File: src/echo_cfg_pkg.sv
// constants, field layouts and carrier types for the echo / drive configuration slice
// assumes: an axi4-lite master and the analog / burst logic around it
package echo_cfg_pkg;
  // ----------------------------------------
  // register indices (byte address = 4 * index)
  // ----------------------------------------
  localparam logic [7:0] idx_echo_threshold_config = 8'h17;
  localparam logic [7:0] idx_zero_cross_config = 8'h18;
  localparam logic [7:0] idx_drive_current_limit = 8'h19;
  localparam logic [7:0] idx_burst_setup = 8'h1A;
  localparam logic [7:0] idx_event_status = 8'h20;
  localparam logic [7:0] idx_event_mask = 8'h21;
  localparam logic [7:0] idx_burst_control = 8'h22;
  // ----------------------------------------
  // reset values and writable masks
  // ----------------------------------------
  localparam logic [7:0] rst_echo_threshold_config = 8'h07;
  localparam logic [7:0] rst_zero_cross_config = 8'h14;
  localparam logic [7:0] rst_drive_current_limit = 8'h00;
  localparam logic [7:0] rst_burst_setup = 8'h00;
  localparam logic [7:0] wmask_echo_threshold_config = 8'h1F;
  localparam logic [7:0] wmask_zero_cross_config = 8'hFF;
  localparam logic [7:0] wmask_drive_current_limit = 8'h3F;
  localparam logic [7:0] wmask_burst_setup = 8'hFF;
  // ----------------------------------------
  // field positions
  // ----------------------------------------
  localparam int pos_echo_cmp_enable = 4;
  localparam int pos_zc_enable = 7;
  localparam int pos_zc_gate = 6;
  localparam int pos_zc_input = 5;
  localparam int pos_half_bridge = 7;
  localparam int pos_fault_status = 0;
  localparam int pos_burst_start = 0;
  // ----------------------------------------
  // analog scaling, in millivolts and microamps
  // ----------------------------------------
  localparam int thr_low_step_mv = 40;
  localparam int thr_low_base_mv = 400;
  localparam int thr_high_step_mv = 60;
  localparam int thr_high_base_mv = 600;
  localparam int hyst_base_mv = 30;
  localparam int hyst_step_mv = 50;
  localparam int clamp_base_ua = 50000;
  localparam int clamp_step_ua = 7140;
  localparam logic [1:0] axi_okay = 2'b00;
  localparam logic [1:0] axi_slverr = 2'b10;
  typedef struct packed {
    logic enable;
    logic gate_on_detect;
    logic input_select;
    logic [1:0] stage_select;
    logic [2:0] hysteresis;
  } zero_cross_cfg_t;
  typedef struct packed {
    logic half_bridge_enable;
    logic [5:0] pulse_count;
  } burst_cfg_t;
  typedef enum logic [1:0] {
    burst_idle = 2'b00,
    burst_run = 2'b01,
    burst_check = 2'b11
  } burst_state_t;
endpackage

File: src/threshold_map.sv
// ----------------------------------------
// threshold and analog-trim code-to-level mapping
// ----------------------------------------
// assumes codes come from registers on the same clock
`timescale 1ns/10ps
module threshold_map
  import echo_cfg_pkg::*;
(
  // clock
  input wire logic aclk,
  input wire logic aresetn,
  // codes
  input wire logic [3:0] threshold_code,
  input wire logic scale_select,
  input wire logic [2:0] hyst_code,
  input wire logic [5:0] clamp_code,
  // levels
  output logic [11:0] threshold_mv,
  output logic [9:0] hysteresis_mv,
  output logic [19:0] clamp_ua
);
  always_ff @(posedge aclk) begin
    if (!aresetn) begin
      threshold_mv <= 12'h000;
    end else if (scale_select) begin
      threshold_mv <= 12'(thr_high_step_mv * threshold_code + thr_high_base_mv);
    end else begin
      threshold_mv <= 12'(thr_low_step_mv * threshold_code + thr_low_base_mv);
    end
  end
  always_ff @(posedge aclk) begin
    if (!aresetn) begin
      hysteresis_mv <= 10'h000;
      clamp_ua <= 20'h00000;
    end else begin
      hysteresis_mv <= 10'(hyst_base_mv + hyst_step_mv * hyst_code);
      clamp_ua <= 20'(clamp_base_ua + clamp_step_ua * clamp_code);
    end
  end
endmodule

File: src/pulse_checker.sv
// ----------------------------------------
// burst pulse counter and pulse-count fault detector
// ----------------------------------------
// assumes pulse_seen is a synchronised one-cycle pulse per driver pulse
`timescale 1ns/10ps
module pulse_checker
  import echo_cfg_pkg::*;
(
  // clock
  input wire logic aclk,
  input wire logic aresetn,
  // control
  input wire logic burst_active,
  input wire logic [5:0] pulse_count,
  input wire logic pulse_seen,
  // result
  output logic fault_pulse,
  output logic burst_done
);
  burst_state_t state_r;
  logic [5:0] count_r;
  logic ended_r;
  // a burst that reached its count stays finished until software drops the start bit,
  // otherwise a still-set start bit would rearm a fresh burst and fault it on release
  always_ff @(posedge aclk) begin
    if (!aresetn) begin
      ended_r <= 1'b0;
    end else if (!burst_active) begin
      ended_r <= 1'b0;
    end else if (burst_done) begin
      ended_r <= 1'b1;
    end
  end
  always_ff @(posedge aclk) begin
    if (!aresetn) begin
      state_r <= burst_idle;
      count_r <= 6'h00;
      fault_pulse <= 1'b0;
      burst_done <= 1'b0;
    end else begin
      fault_pulse <= 1'b0;
      burst_done <= 1'b0;
      case (state_r)
        burst_idle: begin
          count_r <= 6'h00;
          if (burst_active && !ended_r) begin
            state_r <= burst_run;
          end
        end
        burst_run: begin
          if (pulse_seen && count_r != 6'h3F) begin
            count_r <= count_r + 6'h01;
          end
          // zero count never finishes on its own
          if (pulse_count != 6'h00 && pulse_seen && count_r + 6'h01 == pulse_count) begin
            burst_done <= 1'b1;
            state_r <= burst_check;
          end else if (!burst_active) begin
            state_r <= burst_check;
          end
        end
        burst_check: begin
          fault_pulse <= (pulse_count != 6'h00) && (count_r < pulse_count);
          state_r <= burst_idle;
        end
        default: state_r <= burst_idle;
      endcase
    end
  end
endmodule

File: src/echo_drive_config_regs.sv
// ----------------------------------------
// echo / zero-cross / drive / burst configuration registers on axi4-lite
// ----------------------------------------
// assumes comparator and pulse inputs arrive asynchronously from the analog side
//
// The AXI4-Lite slave port was left to the implementer.
`timescale 1ns/10ps
module echo_drive_config_regs
  import echo_cfg_pkg::*;
(
  // clock and reset
  input wire logic aclk,
  input wire logic aresetn,
  // axi4-lite write address
  input wire logic [9:0] s_axi_awaddr,
  input wire logic s_axi_awvalid,
  output logic s_axi_awready,
  // axi4-lite write data
  input wire logic [31:0] s_axi_wdata,
  input wire logic [3:0] s_axi_wstrb,
  input wire logic s_axi_wvalid,
  output logic s_axi_wready,
  // axi4-lite write response
  output logic [1:0] s_axi_bresp,
  output logic s_axi_bvalid,
  input wire logic s_axi_bready,
  // axi4-lite read address
  input wire logic [9:0] s_axi_araddr,
  input wire logic s_axi_arvalid,
  output logic s_axi_arready,
  // axi4-lite read data
  output logic [31:0] s_axi_rdata,
  output logic [1:0] s_axi_rresp,
  output logic s_axi_rvalid,
  input wire logic s_axi_rready,
  // analog comparators
  input wire logic echo_cmp_raw,
  input wire logic zero_cross_raw,
  input wire logic drive_pulse_raw,
  // pins and analog controls
  output logic threshold_event_pin,
  output logic zero_cross_out,
  output logic [11:0] threshold_mv,
  output logic output_scale_select,
  output zero_cross_cfg_t zc_cfg,
  output logic [9:0] hysteresis_mv,
  output logic [19:0] clamp_ua,
  output burst_cfg_t burst_cfg,
  output logic burst_active,
  output logic pulse_count_fault,
  output logic irq
);
  // ----------------------------------------
  // registers
  // ----------------------------------------
  logic [7:0] echo_r;
  logic [7:0] zc_r;
  logic [7:0] clamp_r;
  logic [7:0] burst_r;
  logic [7:0] control_r;
  logic [7:0] status_r;
  logic [7:0] mask_r;
  logic [9:0] awaddr_r;
  logic [31:0] wdata_r;
  logic [3:0] wstrb_r;
  logic aw_held_r;
  logic w_held_r;
  logic [2:0] sync1_r;
  logic [2:0] sync2_r;
  logic pulse_prev_r;
  logic fault_pulse;
  logic do_write;
  logic [7:0] wr_idx;
  logic [7:0] wbyte;
  logic [7:0] rd_idx;
  logic rd_fire;
  logic status_read;
  // ----------------------------------------
  // write channel: address and data taken in either order
  // ----------------------------------------
  assign s_axi_awready = !aw_held_r && !s_axi_bvalid;
  assign s_axi_wready = !w_held_r && !s_axi_bvalid;
  assign do_write = aw_held_r && w_held_r;
  assign wr_idx = awaddr_r[9:2];
  assign wbyte = wstrb_r[0] ? wdata_r[7:0] : 8'h00;
  always_ff @(posedge aclk) begin
    if (!aresetn) begin
      aw_held_r <= 1'b0;
      awaddr_r <= 10'h000;
    end else if (s_axi_awvalid && s_axi_awready) begin
      aw_held_r <= 1'b1;
      awaddr_r <= s_axi_awaddr;
    end else if (do_write) begin
      aw_held_r <= 1'b0;
    end
  end
  always_ff @(posedge aclk) begin
    if (!aresetn) begin
      w_held_r <= 1'b0;
      wdata_r <= 32'h00000000;
      wstrb_r <= 4'h0;
    end else if (s_axi_wvalid && s_axi_wready) begin
      w_held_r <= 1'b1;
      wdata_r <= s_axi_wdata;
      wstrb_r <= s_axi_wstrb;
    end else if (do_write) begin
      w_held_r <= 1'b0;
    end
  end
  always_ff @(posedge aclk) begin
    if (!aresetn) begin
      s_axi_bvalid <= 1'b0;
      s_axi_bresp <= axi_okay;
    end else if (do_write) begin
      s_axi_bvalid <= 1'b1;
      case (wr_idx)
        idx_echo_threshold_config, idx_zero_cross_config, idx_drive_current_limit,
        idx_burst_setup, idx_event_status, idx_event_mask, idx_burst_control: s_axi_bresp <= axi_okay;
        default: s_axi_bresp <= axi_slverr;
      endcase
    end else if (s_axi_bready) begin
      s_axi_bvalid <= 1'b0;
    end
  end
  // only byte lane 0 carries data; a write without it stores nothing
  always_ff @(posedge aclk) begin
    if (!aresetn) begin
      echo_r <= rst_echo_threshold_config;
      zc_r <= rst_zero_cross_config;
      clamp_r <= rst_drive_current_limit;
      burst_r <= rst_burst_setup;
      mask_r <= 8'h00;
      control_r <= 8'h00;
    end else if (do_write && wstrb_r[0]) begin
      case (wr_idx)
        idx_echo_threshold_config: echo_r <= wbyte & wmask_echo_threshold_config;
        idx_zero_cross_config: zc_r <= wbyte & wmask_zero_cross_config;
        idx_drive_current_limit: clamp_r <= wbyte & wmask_drive_current_limit;
        idx_burst_setup: burst_r <= wbyte & wmask_burst_setup;
        idx_event_mask: mask_r <= wbyte & 8'h01;
        idx_burst_control: control_r <= wbyte & 8'h03;
        default: ;
      endcase
    end
  end
  // ----------------------------------------
  // read channel: one cycle to rvalid
  // ----------------------------------------
  assign s_axi_arready = !s_axi_rvalid;
  assign rd_fire = s_axi_arvalid && s_axi_arready;
  assign rd_idx = s_axi_araddr[9:2];
  assign status_read = rd_fire && rd_idx == idx_event_status;
  always_ff @(posedge aclk) begin
    if (!aresetn) begin
      s_axi_rvalid <= 1'b0;
      s_axi_rdata <= 32'h00000000;
      s_axi_rresp <= axi_okay;
    end else if (rd_fire) begin
      s_axi_rvalid <= 1'b1;
      s_axi_rresp <= axi_okay;
      case (rd_idx)
        idx_echo_threshold_config: s_axi_rdata <= {24'h000000, echo_r};
        idx_zero_cross_config: s_axi_rdata <= {24'h000000, zc_r};
        idx_drive_current_limit: s_axi_rdata <= {24'h000000, clamp_r};
        idx_burst_setup: s_axi_rdata <= {24'h000000, burst_r};
        idx_event_status: s_axi_rdata <= {24'h000000, status_r};
        idx_event_mask: s_axi_rdata <= {24'h000000, mask_r};
        idx_burst_control: s_axi_rdata <= {24'h000000, control_r};
        default: begin
          s_axi_rdata <= 32'h00000000;
          s_axi_rresp <= axi_slverr;
        end
      endcase
    end else if (s_axi_rready) begin
      s_axi_rvalid <= 1'b0;
    end
  end
  // ----------------------------------------
  // input synchronisers
  // ----------------------------------------
  always_ff @(posedge aclk) begin
    if (!aresetn) begin
      sync1_r <= 3'h0;
      sync2_r <= 3'h0;
      pulse_prev_r <= 1'b0;
    end else begin
      sync1_r <= {drive_pulse_raw, zero_cross_raw, echo_cmp_raw};
      sync2_r <= sync1_r;
      pulse_prev_r <= sync2_r[2];
    end
  end
  // ----------------------------------------
  // comparator outputs and configuration fan-out
  // ----------------------------------------
  always_ff @(posedge aclk) begin
    if (!aresetn) begin
      threshold_event_pin <= 1'b0;
      zero_cross_out <= 1'b0;
    end else begin
      threshold_event_pin <= echo_r[pos_echo_cmp_enable] & sync2_r[0];
      // gating uses the raw detect, so it works even with the pin disabled
      zero_cross_out <= zc_r[pos_zc_enable] & sync2_r[1] & (!zc_r[pos_zc_gate] | sync2_r[0]);
    end
  end
  assign output_scale_select = control_r[1];
  assign zc_cfg.enable = zc_r[pos_zc_enable];
  assign zc_cfg.gate_on_detect = zc_r[pos_zc_gate];
  assign zc_cfg.input_select = zc_r[pos_zc_input];
  assign zc_cfg.stage_select = zc_r[4:3];
  assign zc_cfg.hysteresis = zc_r[2:0];
  assign burst_cfg.half_bridge_enable = burst_r[pos_half_bridge];
  assign burst_cfg.pulse_count = burst_r[5:0];
  assign burst_active = control_r[pos_burst_start];
  // ----------------------------------------
  // events and interrupt
  // ----------------------------------------
  always_ff @(posedge aclk) begin
    if (!aresetn) begin
      status_r <= 8'h00;
      pulse_count_fault <= 1'b0;
    end else begin
      // set wins over the clear-on-read in the same cycle
      if (fault_pulse) begin
        status_r[pos_fault_status] <= 1'b1;
      end else if (status_read) begin
        status_r[pos_fault_status] <= 1'b0;
      end
      if (fault_pulse) begin
        pulse_count_fault <= 1'b1;
      end else if (status_read) begin
        pulse_count_fault <= 1'b0;
      end
    end
  end
  assign irq = |(status_r & mask_r);
  // ----------------------------------------
  // helpers
  // ----------------------------------------
  threshold_map u_map (
    .aclk(aclk),
    .aresetn(aresetn),
    .threshold_code(echo_r[3:0]),
    .scale_select(output_scale_select),
    .hyst_code(zc_r[2:0]),
    .clamp_code(clamp_r[5:0]),
    .threshold_mv(threshold_mv),
    .hysteresis_mv(hysteresis_mv),
    .clamp_ua(clamp_ua)
  );
  pulse_checker u_check (
    .aclk(aclk),
    .aresetn(aresetn),
    .burst_active(burst_active),
    .pulse_count(burst_r[5:0]),
    .pulse_seen(sync2_r[2] & !pulse_prev_r),
    .fault_pulse(fault_pulse),
    .burst_done()
  );
endmodule

File: config.mk
export PLATFORM = sky130hd
export DESIGN_NAME = echo_drive_config_regs
export DESIGN_NICKNAME = d
export VERILOG_FILES = /design/src/echo_cfg_pkg.sv /design/src/threshold_map.sv /design/src/pulse_checker.sv /design/src/echo_drive_config_regs.sv
export SDC_FILE = /design/constraint.sdc
export NUM_CORES = 1
export LEC_CHECK = 0
export BUFFER_PORTS_ARGS = -buffer_cell sky130_fd_sc_hd__buf_2
export CAP_MARGIN = 0
export CELL_PAD_IN_SITES_DETAIL_PLACEMENT = 1
export CELL_PAD_IN_SITES_GLOBAL_PLACEMENT = 1
export CORE_AREA = 2 2 132 134
export CTS_CLUSTER_SIZE = 14
export DETAILED_ROUTE_END_ITERATION = 12
export DIE_AREA = 0 0 134 136
export GPL_TIMING_DRIVEN = 0
export PLACE_DENSITY_LB_ADDON = 0.1
export SLEW_MARGIN = 20
export SYNTH_ARGS = -nofsm -noshare
export SYNTH_HDL_FRONTEND = slang
export SYNTH_SLANG_ARGS = --single-unit
File: constraint.sdc
create_clock -name aclk -period 12 [get_ports aclk]
set_input_delay 3.6 -clock aclk [delete_from_list [all_inputs] [get_ports aclk]]
set_output_delay 3.6 -clock aclk [all_outputs]
set_load 0.005 [all_outputs]
==> results.yml <==
power:
  max-vdd-ir-drop_mv: 0.09431
  leakagePower_nw: 4.199
  power.density_nw_per_um2: 111.8
  total_power_mw: 0.9866
place:
  hpwlAfterDp_microns: 15350
  place_area_sq_um: 8217
  numPortBuffers: 104
  gp_congestion: 0.8252
sta:
  final.setup.tns_ps: 0
  slew_violations: 0
  hold_viol_final: 0
  slew_headroom_pct: 46.54
  rsz0062_at_grt: "false"
  max_clock_freq_mhz: 187.0
  fin_crit_sh_pct: 44.56
  worstMarginPinSlew_ps: 801.9
  setup_violations: 0
  skew_ps: 6.995
  period_minus_slack_ps: 5347
synth:
  synth_top_area_cell: "dfxtp_1"
  synth_compound_area_share_pct: 14.16
  ys_top_cells_by_area: "dfxtp_1, ha_1, fa_1"
  synthXorXnorAreaFrac_pct: 4.800
  synth_top_family_by_area: "simple AND/OR/NAND/NOR gates"
  synthSimpleGateAreaFrac_pct: 18.40
  syn_avg_cell_area_sq_um: 8.720
  async_reset_ff_share_pct: 0
  yosysWarningCount: 0
  synth_seq_area_share_pct: 32.37
  synthMuxAreaShare_pct: 3.857
  synth_edf_count: 0
  yosysMostFrequentCell: "dfxtp_1"
  syn_inst: 837
  synth_ff_type: "dfxtp_1"
  synth_top_cell_area_share_pct: 32.37
  synth_common_cells: "dfxtp_1, nand2_1, nor2_1"
  synth_cell_types: 77
  synthAdderAreaFrac_pct: 17.08
  synth-seq-cells: 118
  synth_area_sq_um: 7298
detailed_routing:
  routed_via_density: 5.055
  drtPass1Iterations: 4
  drt-met1-wl_microns: 9652
  route.detailed.drc: 0
  wl_per_cell_microns: 16.44
  vias: 6207
  drt_wl_total_microns: 20190
  wl_met3_microns: 878
  drtIter0Drc: 286
  top_layer: "met4"
  met2_length_microns: 9544
  ant_nets: 0
worst_setup_path:
  startpoint_type: "input port"
  cp_cell_sequence: "clkbuf_1 -> inv_2 -> clkbuf_1 -> buf_1 -> nor2_1"
  crit_path_max_incr_delay_ps: 610
  cp.required_ps: 12260
  rr_endpoint: "u_map.clamp_ua[12]$_SDFF_PN0_"
  slowest_stage: "buf_1"
  crit_type: "in -> reg"
  crit_path_end_kind: "flip-flop"
  cp.arrival_ps: 5600
  critPathLaunch: "aresetn"
  path_common_cell: "clkbuf_1"
  endpoint: "u_map.clamp_ua[3]$_SDFF_PN0_"
  r2r_slack_ps: 7460
  crit_fanout: 10
  r2r_cells: 18
  rr_startpoint: "clamp_r[2]$_SDFFE_PN0P_"
worst_hold_path:
  hold_path_class: "reg -> reg"
finish:
  post_route_cells_drive_above_1_share_pct: 19.84
  num_antenna_cells: 0
  utilization_pct: 52.27
  fin_nets: 1144
  syn_to_final_growth_pct: 20.86
  final_cell_area_sq_um: 8821
grt:
  grt_pass1_wl_microns: 32290
  overflow: 0
  track_usage_pct: 22.72
  grt_pass1_vias: 6150
  antenna_found_initial: 0
  grt_max_degree: 17
clocking:
  cts_made_buffers: 17
  clk_pin_slew_ps: 60
  cts_root_buf: "clkbuf_16"
  hold_buffers: 0
  clk_latency_ps: 420
  clkSinkCount: 118
  cts_buffer_depth: 2
  htreeDepth: 4
  cts_setup_buffers: 0
  cts_resized: 0
  cts_tree: "done"
die:
  boundaryPins: 170
  die_area_sq_um: 18220
  die_y_microns: 136
  start_util_pct: 43.25
  core_area_sq_um: 16880
  dieWidth_microns: 134
  rows: 48
run_status:
  outcome: "complete, no violations"
flow_run:
  maxCapViolCount: 0
metrics by stage:
step	hold slack, ps	setup slack [ps]	instances
final	432.8	6653	1228
after detailed placement	426.1	6200	1197
after CTS	436.8	6645	1228
after global placement	416.3	6249	1197
after global routing	456.4	6568	1228
after floorplan	411.9	7001	868
worst min path at each step:
stage,startpoint,endpoint,cells past startpoint
final,sync2_r[1]$_SDFF_PN0_,zero_cross_out$_SDFF_PN0_,2
after global routing,sync1_r[2]$_SDFF_PN0_,sync2_r[2]$_SDFF_PN0_,1
after CTS,sync2_r[1]$_SDFF_PN0_,zero_cross_out$_SDFF_PN0_,2
after detailed placement,sync1_r[1]$_SDFF_PN0_,sync2_r[1]$_SDFF_PN0_,1
after global placement,sync1_r[2]$_SDFF_PN0_,sync2_r[2]$_SDFF_PN0_,1
after floorplan,sync1_r[0]$_SDFF_PN0_,sync2_r[0]$_SDFF_PN0_,1
layout make-up:
type	instances	area, sq um
Timing Repair Buffer	104	520.5
Clock buffer	19	442.9
Fill cell	2075	8055
Clock inverter	12	155.1
Tap cell	225	281.5
Buffer	65	396.6
Inverter	75	281.5
Sequential cell	118	2362
Multi-Input combinational cell	610	4380
report_power, final:
group          internal [mW]  switching, mW  leakage (nW)
Clock                  0.330          0.188         0.289
Sequential             0.402        0.00805         0.962
Combinational         0.0244         0.0332          2.95
routing by layer:
| metal | up-vias | track usage, % |
|---|---|---|
| li1 | 3089 | - |
| met1 | 2974 | 30.64 |
| met2 | 136 | 38.06 |
| met3 | 8 | 3.579 |
| met4 | 0 | 5.851 |
| met5 | - | 0 |
sequential cells by signal, indices dropped and copies added (netlist names), 3 cells and up:
signal and flops:
burst_r 8, sync2_r 3, awaddr_r 8, u_map.clamp_ua 18
s_axi_rdata 8, clamp_r 6, wdata_r 8, u_map.hysteresis_mv 9
u_map.threshold_mv 9, sync1_r 3, zc_cfg 8, u_check.count_r 6
echo_r 5
cells in the final DEF (no fill, tap or decap), types with 13 or more instances in the layout:
cell type	count
conb_1	32
and2_1	16
dfxtp_1	118
nor2_1	79
xnor2_1	23
clkbuf_16	17
mux2i_1	27
o21ai_0	18
buf_4	40
ha_1	66
nor3_1	13
inv_1	74
clkbuf_1	22
a21oi_1	56
xor2_1	17
buf_2	106
nand2_1	83
fa_1	21
nand3_1	19
cells by family (layout without fill, tap and decap cells):
kind of cell	Yosys count	count (layout)
and+or+nand+nor	272	272
AOI/OAI and AO/OA	151	151
buffers and inverters	140	275
DFF	118	118
adders and majority gates	87	87
xor gates and xnor gates	40	40
muxes	28	28
other	1	32
critical path, delay by kind of cell:
family | cells | cell delay (ps)
buffers and inverters | 4 | 1840
and+or+nand+nor | 1 | 160
(Power assumes the default switching activity.)
